## src/ucp_pkg.sv

```systemverilog
// shared constants and types for the usb charge-port mode control block
package ucp_pkg;

    // system clock rate and timing figures
    localparam int CLK_MHZ      = 250;
    localparam int T_DISCH_US   = 10;
    localparam int T_1V2_US     = 100;
    localparam int DISCH_CYC    = T_DISCH_US * CLK_MHZ;
    localparam int HOLD_1V2_CYC = T_1V2_US * CLK_MHZ;
    localparam int CNT_W        = 20;

    // mode-select codes, bit a is the most significant
    localparam logic [2:0] SEL_DCP_LO = 3'h0;
    localparam logic [2:0] SEL_DCP_HI = 3'h1;
    localparam logic [2:0] SEL_SDP_LO = 3'h6;
    localparam logic [2:0] SEL_CDP    = 3'h7;

    // register byte addresses
    localparam logic [11:0] ADDR_CTRL   = 12'h000;
    localparam logic [11:0] ADDR_STATUS = 12'h004;

    // control register fields and reset value
    localparam int          CTRL_SW_EN_BIT  = 0;
    localparam int          CTRL_RESTART_BIT = 1;
    localparam logic [31:0] CTRL_RESET      = 32'h0000_0001;

    // status register field positions
    localparam int ST_ROLE_LSB  = 0;
    localparam int ST_DET_LSB   = 4;
    localparam int ST_DATA_BIT  = 8;
    localparam int ST_PWR_BIT   = 9;
    localparam int ST_DISCH_BIT = 10;
    localparam int ST_FAULT_BIT = 11;

    // port role decoded from the select pins
    typedef enum logic [2:0] {
        UCP_DCP_LO = 3'h0,
        UCP_DCP_HI = 3'h1,
        UCP_SDP    = 3'h3,
        UCP_CLIENT = 3'h2,
        UCP_SDP_LO = 3'h6,
        UCP_CDP    = 3'h7
    } ucp_role_t;

    // dedicated-port auto-detect states, gray along the usual path
    typedef enum logic [1:0] {
        UCP_DIV_2V7 = 2'h0,
        UCP_MID_1V2 = 2'h1,
        UCP_SHORTED = 2'h3
    } ucp_det_t;

    // drive of the data-pair conditioning network
    typedef struct packed {
        logic divider_2v7_scheme;
        logic short_pullup_1v2;
        logic short_200_ohm;
    } ucp_line_t;

    // line sense from the data-pair comparators
    typedef struct packed {
        logic compliant_attach;
        logic line_released;
        logic divider_accepted;
    } ucp_sense_t;

endpackage

```

## src/ucp_mode_ctrl.sv

```systemverilog
// usb charge-port role selection, data switch gating and dedicated-port auto-detect
`timescale 1ns/100ps

//////////////////////////////////////////////////////////////////////////////////////////
module ucp_mode_ctrl
#(
    parameter int HOLD_1V2 = ucp_pkg::HOLD_1V2_CYC
)
(
    // clock and reset
    input  wire logic              SYS_CLK,
    input  wire logic              RESET,
    // apb slave
    input  wire logic              PSEL,
    input  wire logic              PENABLE,
    input  wire logic              PWRITE,
    input  wire logic [11:0]       PADDR,
    input  wire logic [31:0]       PWDATA,
    output logic      [31:0]       PRDATA,
    output logic                   PREADY,
    output logic                   PSLVERR,
    // mode select and enable pins
    input  wire logic              MODE_SELECT_BIT_A,
    input  wire logic              MODE_SELECT_BIT_B,
    input  wire logic              MODE_SELECT_BIT_C,
    input  wire logic              ENABLE,
    // power path monitors and data-line sense
    input  wire logic              OVERCURRENT,
    input  wire logic              OVERTEMP,
    input  wire ucp_pkg::ucp_sense_t SENSE,
    // power path and data switch controls
    output logic                   POWER_SW_ON,
    output logic                   DATA_SW_ON,
    output logic                   DISCHARGE_ON,
    output logic                   ILIM_HI_SEL,
    output logic                   FAULT_N,
    output logic                   STATUS_N,
    output ucp_pkg::ucp_line_t     LINE_DRIVE
);
    import ucp_pkg::*;

    localparam logic [CNT_W-1:0] DISCH_LOAD = CNT_W'(DISCH_CYC);
    localparam logic [CNT_W-1:0] HOLD_LOAD  = CNT_W'(HOLD_1V2);

    ucp_role_t        role_q;
    ucp_role_t        role_d;
    ucp_det_t         det_q;
    logic [CNT_W-1:0] disch_cnt_q;
    logic [CNT_W-1:0] hold_cnt_q;
    logic [31:0]      ctrl_q;
    logic             role_chg;
    logic             quiet_pair;
    logic             disch_act;
    logic             data_role;
    logic             dcp_role;
    logic             en_eff;
    logic             wr_acc;
    logic             rd_hit;
    logic             restart;

    //////////////////////////////////////////////////////////////////////////////////////
    // role decode from the select pins
    always_comb
    begin
        case ({MODE_SELECT_BIT_A, MODE_SELECT_BIT_B, MODE_SELECT_BIT_C})
            SEL_DCP_LO: role_d = UCP_DCP_LO;
            SEL_DCP_HI: role_d = UCP_DCP_HI;
            SEL_SDP_LO: role_d = UCP_SDP_LO;
            SEL_CDP:    role_d = UCP_CDP;
            default:
            begin
                if (MODE_SELECT_BIT_A)
                    role_d = UCP_CLIENT;
                else
                    role_d = UCP_SDP;
            end
        endcase
    end

    // pairs that only move the current limit skip the discharge
    assign role_chg   = (role_d != role_q);
    assign quiet_pair = ((role_q == UCP_SDP_LO) && (role_d == UCP_CDP))
                     || ((role_q == UCP_CDP) && (role_d == UCP_SDP_LO))
                     || ((role_q == UCP_DCP_LO) && (role_d == UCP_DCP_HI))
                     || ((role_q == UCP_DCP_HI) && (role_d == UCP_DCP_LO));
    assign dcp_role   = (role_q == UCP_DCP_LO) || (role_q == UCP_DCP_HI);
    assign data_role  = !dcp_role;
    assign en_eff     = ENABLE && ctrl_q[CTRL_SW_EN_BIT];
    assign disch_act  = (disch_cnt_q != '0);

    // role register follows the pins every cycle
    always_ff @(posedge SYS_CLK)
    begin
        if (RESET)
            role_q <= UCP_SDP;
        else
            role_q <= role_d;
    end

    //////////////////////////////////////////////////////////////////////////////////////
    // output discharge timer, loaded on a role change
    always_ff @(posedge SYS_CLK)
    begin
        if (RESET)
            disch_cnt_q <= '0;
        else if (role_chg && !quiet_pair)
            disch_cnt_q <= DISCH_LOAD;
        else if (disch_act)
            disch_cnt_q <= disch_cnt_q - CNT_W'(1);
    end

    //////////////////////////////////////////////////////////////////////////////////////
    // dedicated-port auto-detect; the hold counter only runs in the 1.2v state
    assign restart = wr_acc && (PADDR == ADDR_CTRL) && PWDATA[CTRL_RESTART_BIT];

    always_ff @(posedge SYS_CLK)
    begin
        if (RESET)
        begin
            det_q      <= UCP_DIV_2V7;
            hold_cnt_q <= '0;
        end
        else if (!dcp_role || restart)
        begin
            // parked in divider so the next dcp entry starts clean
            det_q      <= UCP_DIV_2V7;
            hold_cnt_q <= '0;
        end
        else
        begin
            case (det_q)
                UCP_DIV_2V7:
                begin
                    // a divider-accepting device never trips the detector
                    if (SENSE.compliant_attach && !SENSE.divider_accepted)
                    begin
                        det_q      <= UCP_MID_1V2;
                        hold_cnt_q <= HOLD_LOAD;
                    end
                end
                UCP_MID_1V2:
                begin
                    if (hold_cnt_q <= CNT_W'(1))
                    begin
                        det_q      <= UCP_SHORTED;
                        hold_cnt_q <= '0;
                    end
                    else
                        hold_cnt_q <= hold_cnt_q - CNT_W'(1);
                end
                UCP_SHORTED:
                begin
                    if (SENSE.line_released)
                        det_q <= UCP_DIV_2V7;
                end
                default:
                    det_q <= UCP_DIV_2V7;
            endcase
        end
    end

    //////////////////////////////////////////////////////////////////////////////////////
    // line network, switch and pin outputs, all registered
    always_ff @(posedge SYS_CLK)
    begin
        if (RESET)
        begin
            LINE_DRIVE   <= '0;
            DATA_SW_ON   <= 1'b0;
            POWER_SW_ON  <= 1'b0;
            DISCHARGE_ON <= 1'b0;
        end
        else
        begin
            LINE_DRIVE.divider_2v7_scheme <= dcp_role && (det_q == UCP_DIV_2V7);
            LINE_DRIVE.short_pullup_1v2   <= dcp_role && (det_q == UCP_MID_1V2);
            LINE_DRIVE.short_200_ohm      <= dcp_role && (det_q == UCP_SHORTED);
            // overcurrent deliberately not a term here
            DATA_SW_ON   <= en_eff && data_role && !disch_act;
            // attach does not touch power or discharge
            POWER_SW_ON  <= (role_q != UCP_CLIENT) && !OVERTEMP && !disch_act;
            DISCHARGE_ON <= disch_act;
        end
    end

    // current limit, status and fault pins
    always_ff @(posedge SYS_CLK)
    begin
        if (RESET)
        begin
            ILIM_HI_SEL <= 1'b0;
            STATUS_N    <= 1'b1;
            FAULT_N     <= 1'b1;
        end
        else
        begin
            ILIM_HI_SEL <= (role_q == UCP_DCP_HI) || (role_q == UCP_CDP);
            STATUS_N    <= !((role_q == UCP_DCP_HI) || (role_q == UCP_CDP));
            if (role_q == UCP_CLIENT)
                FAULT_N <= 1'b1;
            else if ((role_q == UCP_DCP_LO) || (role_q == UCP_SDP_LO))
                FAULT_N <= !OVERTEMP;
            else
                FAULT_N <= !(OVERTEMP || OVERCURRENT);
        end
    end

    //////////////////////////////////////////////////////////////////////////////////////
    // apb slave, zero wait states
    assign wr_acc  = PSEL && PENABLE && PWRITE;
    assign rd_hit  = (PADDR == ADDR_CTRL) || (PADDR == ADDR_STATUS);
    assign PREADY  = 1'b1;
    assign PSLVERR = PSEL && PENABLE && !rd_hit;

    // control register; restart bit is a pulse, never stored
    always_ff @(posedge SYS_CLK)
    begin
        if (RESET)
            ctrl_q <= CTRL_RESET;
        else if (wr_acc && (PADDR == ADDR_CTRL))
            ctrl_q <= {31'h0000_0000, PWDATA[CTRL_SW_EN_BIT]};
    end

    // read data registered in the setup cycle
    always_ff @(posedge SYS_CLK)
    begin
        if (RESET)
            PRDATA <= '0;
        else if (PSEL && !PENABLE && !PWRITE)
        begin
            PRDATA <= '0;
            if (PADDR == ADDR_CTRL)
                PRDATA <= ctrl_q;
            else if (PADDR == ADDR_STATUS)
            begin
                PRDATA[ST_ROLE_LSB +: 3] <= role_q;
                PRDATA[ST_DET_LSB +: 2]  <= det_q;
                PRDATA[ST_DATA_BIT]      <= DATA_SW_ON;
                PRDATA[ST_PWR_BIT]       <= POWER_SW_ON;
                PRDATA[ST_DISCH_BIT]     <= DISCHARGE_ON;
                PRDATA[ST_FAULT_BIT]     <= !FAULT_N;
            end
        end
    end
endmodule

```

## config.mk

```make
export PLATFORM = sky130hd
export DESIGN_NAME = ucp_mode_ctrl
export DESIGN_NICKNAME = d
export VERILOG_FILES = /design/src/ucp_pkg.sv /design/src/ucp_mode_ctrl.sv
export SDC_FILE = /design/constraint.sdc
export NUM_CORES = 1
export LEC_CHECK = 0
export BUFFER_PORTS_ARGS = -buffer_cell sky130_fd_sc_hd__clkbuf_2
export CAP_MARGIN = 20
export CORE_MARGIN = 3
export CORE_UTILIZATION = 45
export CTS_CLUSTER_DIAMETER = 50
export DETAILED_ROUTE_END_ITERATION = 16
export PLACE_DENSITY = 0.78
export SYNTH_ARGS = -nofsm -noshare
export SYNTH_HDL_FRONTEND = slang
export SYNTH_SLANG_ARGS = --single-unit
```

## constraint.sdc

```tcl
create_clock -name SYS_CLK -period 6.2 [get_ports SYS_CLK]
set_clock_uncertainty 0.2 [all_clocks]
set_input_delay 0.93 -clock SYS_CLK [delete_from_list [all_inputs] [get_ports SYS_CLK]]
set_output_delay 0.93 -clock SYS_CLK [all_outputs]
set_load 0.02 [all_outputs]
```

==> flow_summary.ini <==
[status]
status = completed

[run]
max_cap_violations = 0

[synthesis]
ys_types = 58
netlist_area_mm2 = 0.003318
ys_warn_count = 0
yosys-top-cells-area = dfxtp_1 39%, nor2_1 6.4%, buf_4 5.4%
synthArstFlopShare_pct = 0
ys_ff_latch = 64
synth_common_cells = 64 x dfxtp_1, 57 x nor2_1, 25 x a21oi_1
synth_top_cell_by_area = dfxtp_1
synth_top_area_share_pct = 38.61
synth_seq_area_share_pct = 38.61
syn_inst = 387
synthFlopType = dfxtp_1
synth.most_common_cell = dfxtp_1
synth_edf_count = 0
synth.avg_cell_area_um2 = 8.574

[drt]
drt-wirelength-per-cell_um = 12.96
antenna_left = 0
vias_per_cell = 5.322
dr.pass1.iters = 4
drc = 0
drt-total-wl_mm = 6.841
drt_iter0_markers = 110
vias = 2810

[sta]
slew_violations = 0
finalSetupTns_ns = 0
max_freq_mhz = 331.7
finalHoldViolations = 0
worst_slew_pin_slew_ns = 1.018
fin_crit_ns = 3.014
holdWs_ns = 0.2991
setup_violations = 0
rsz0062_at_grt = false
fin_crit_sh_pct = 48.62
max_slew_margin_pct = 31.63
layout_setup_ws_ns = 3.186

[clock_tree]
cts_sinks = 64
postCtsHoldBufs = 0
cts_tree = done
cts_resized = 0
insertion_delay_ns = 0.34
cts_inserted_buffers = 9
cts_setup_buffers = 0
clkTransAtPathRegs_ns = 0.07
ctsHtreeMaxLevel = 3
root_buffer = clkbuf_8
ctsLongestPathBuffers = 2

[worst_setup_path]
critPathBufInv = 2
cp.arrival_ns = 1.88
crit_top_cell = clkbuf_2
r2r_cells = 6
cp.depth = 5
cp-end-kind = output pin
crit_chain = clkbuf_2, nor4_1, nand3_1, and3_1, clkbuf_2
slowest_delay_ns = 0.27
worst_setup_path_start_kind = input port
cp_slowest_cell = nor4_1
critPathTopFamily = simple AND/OR/NAND/NOR gates
criticalPathCategory = input port to output pin
worstPathRequired_ns = 5.07
crit_path_max_fanout = 5

[floorplanning]
die_area_mm2 = 0.008440
initial_utilization_pct = 47.53
die_w_um = 91.87
std_cell_rows = 30
ios = 101
die_h_um = 91.87
core_area_mm2 = 0.006982

[grt]
first_global_vias = 2654
grt_pass1_wl_mm = 11.69
antenna_found_initial = 0
grt_use_total_pct = 16.97
grt_remaining_overflow = 0
grt_max_degree = 27

[layout]
fillers = 652
synthToLayoutAreaGrowth_pct = 11.76
layout-drive-gt1-share_pct = 20.14
layout.nets = 488
antenna_cells = 0

[placed_design]
place_ws_ns = 3.192
numPortBuffers = 46
place.gp.congestion = 0.8242
dp_hpwl_mm = 4.840

[min_path]
min_path_type = register to register
hold_path_depth = 1

[pwr]
ir_drop_v = 0.0001426
leakage_nw = 1.444
power_density_mw_per_mm2 = 243.6
[kinds of logic (layout without fill, tap and decap cells)]
logic type / count (synthesis) / after routing / share of synthesized area (%)
other: 2 / 24 / 0.2263
AOI/OAI and AO/OA: 74 / 74 / 15.80
DFF: 64 / 64 / 38.61
adders and majority gates: 4 / 4 / 1.433
buffers and inverters: 55 / 78 / 9.427
muxes: 8 / 8 / 2.451
xor gates and xnor gates: 17 / 17 / 4.487
and+or+nand+nor: 163 / 163 / 27.56
[final cells by class]
type / count / area [um2] / area share, %
Timing Repair Buffer: 49 / 252.7 / 6.815
Multi-Input combinational cell: 290 / 1807 / 48.72
Clock buffer: 13 / 158.9 / 4.285
Tap cell: 96 / 120.1 / 3.239
Sequential cell: 64 / 1281 / 34.55
Inverter: 13 / 48.80 / 1.316
Clock inverter: 3 / 40.04 / 1.080
[metal layers]
layer	up-vias	part of all wire [%]	GRT usage (%)
li1	1413	-	-
met1	1328	44	19.01
met2	61	50	29.14
met3	8	4.2	5.824
met4	0	1.3	7.302
met5	-	0	0
[metrics by stage]
stage | power, W | std cells | utilization (%) | instance area [um2]
6_report | 0.0009033 | 528 | 53.12 | 3709
2_1_floorplan | 0.0005402 | 409 | - | 3401
3_5_place_dp | 0.0005548 | 510 | 50.05 | 3495
5_1_grt | 0.0009490 | 528 | 53.12 | 3709
4_1_cts | 0.0009120 | 526 | 52.90 | 3694
3_3_place_gp | 0.0005512 | 510 | 50.05 | 3495
[report_power, final]
| part | switching (W) | internal (W) |
|---|---|---|
| combinational | 0.0000732 | 0.0000437 |
| sequential | 0.00000989 | 0.000420 |
| clock | 0.000150 | 0.000207 |
[layout by cell type (no fill, tap or decap), types with 9 or more instances in the layout]
cell type / n
dfxtp_1: 64
conb_1: 24
xnor2_1: 13
nand2_1: 19
nor2_1: 57
a21oi_1: 25
clkbuf_8: 11
nor3_1: 22
inv_1: 13
clkbuf_2: 46
a22oi_1: 9
[path summary, 6_finish.rpt]
check	startpoint	to	slack (ns)
hold reg to reg	hold_cnt_q[18]	hold_cnt_q[18]	0.30
setup / recovery	PADDR[5]	PSLVERR	3.19
hold / removal	hold_cnt_q[18]	hold_cnt_q[18]	0.30
setup reg to reg	hold_cnt_q[12]	hold_cnt_q[17]	3.52
[registers in the layout, indices dropped and copies added, names as in the netlist]
| signal | flops |
|---|---|
| disch_cnt_q | 20 |
| hold_cnt_q | 20 |
| PRDATA | 9 |
| LINE_DRIVE | 3 |
| role_q | 3 |
| det_q | 2 |
| DATA_SW_ON | 1 |
| DISCHARGE_ON | 1 |
| FAULT_N | 1 |
| ILIM_HI_SEL | 1 |
| POWER_SW_ON | 1 |
| STATUS_N | 1 |
| ctrl_q | 1 |
Note: power is estimated with default switching activity, not from simulation.
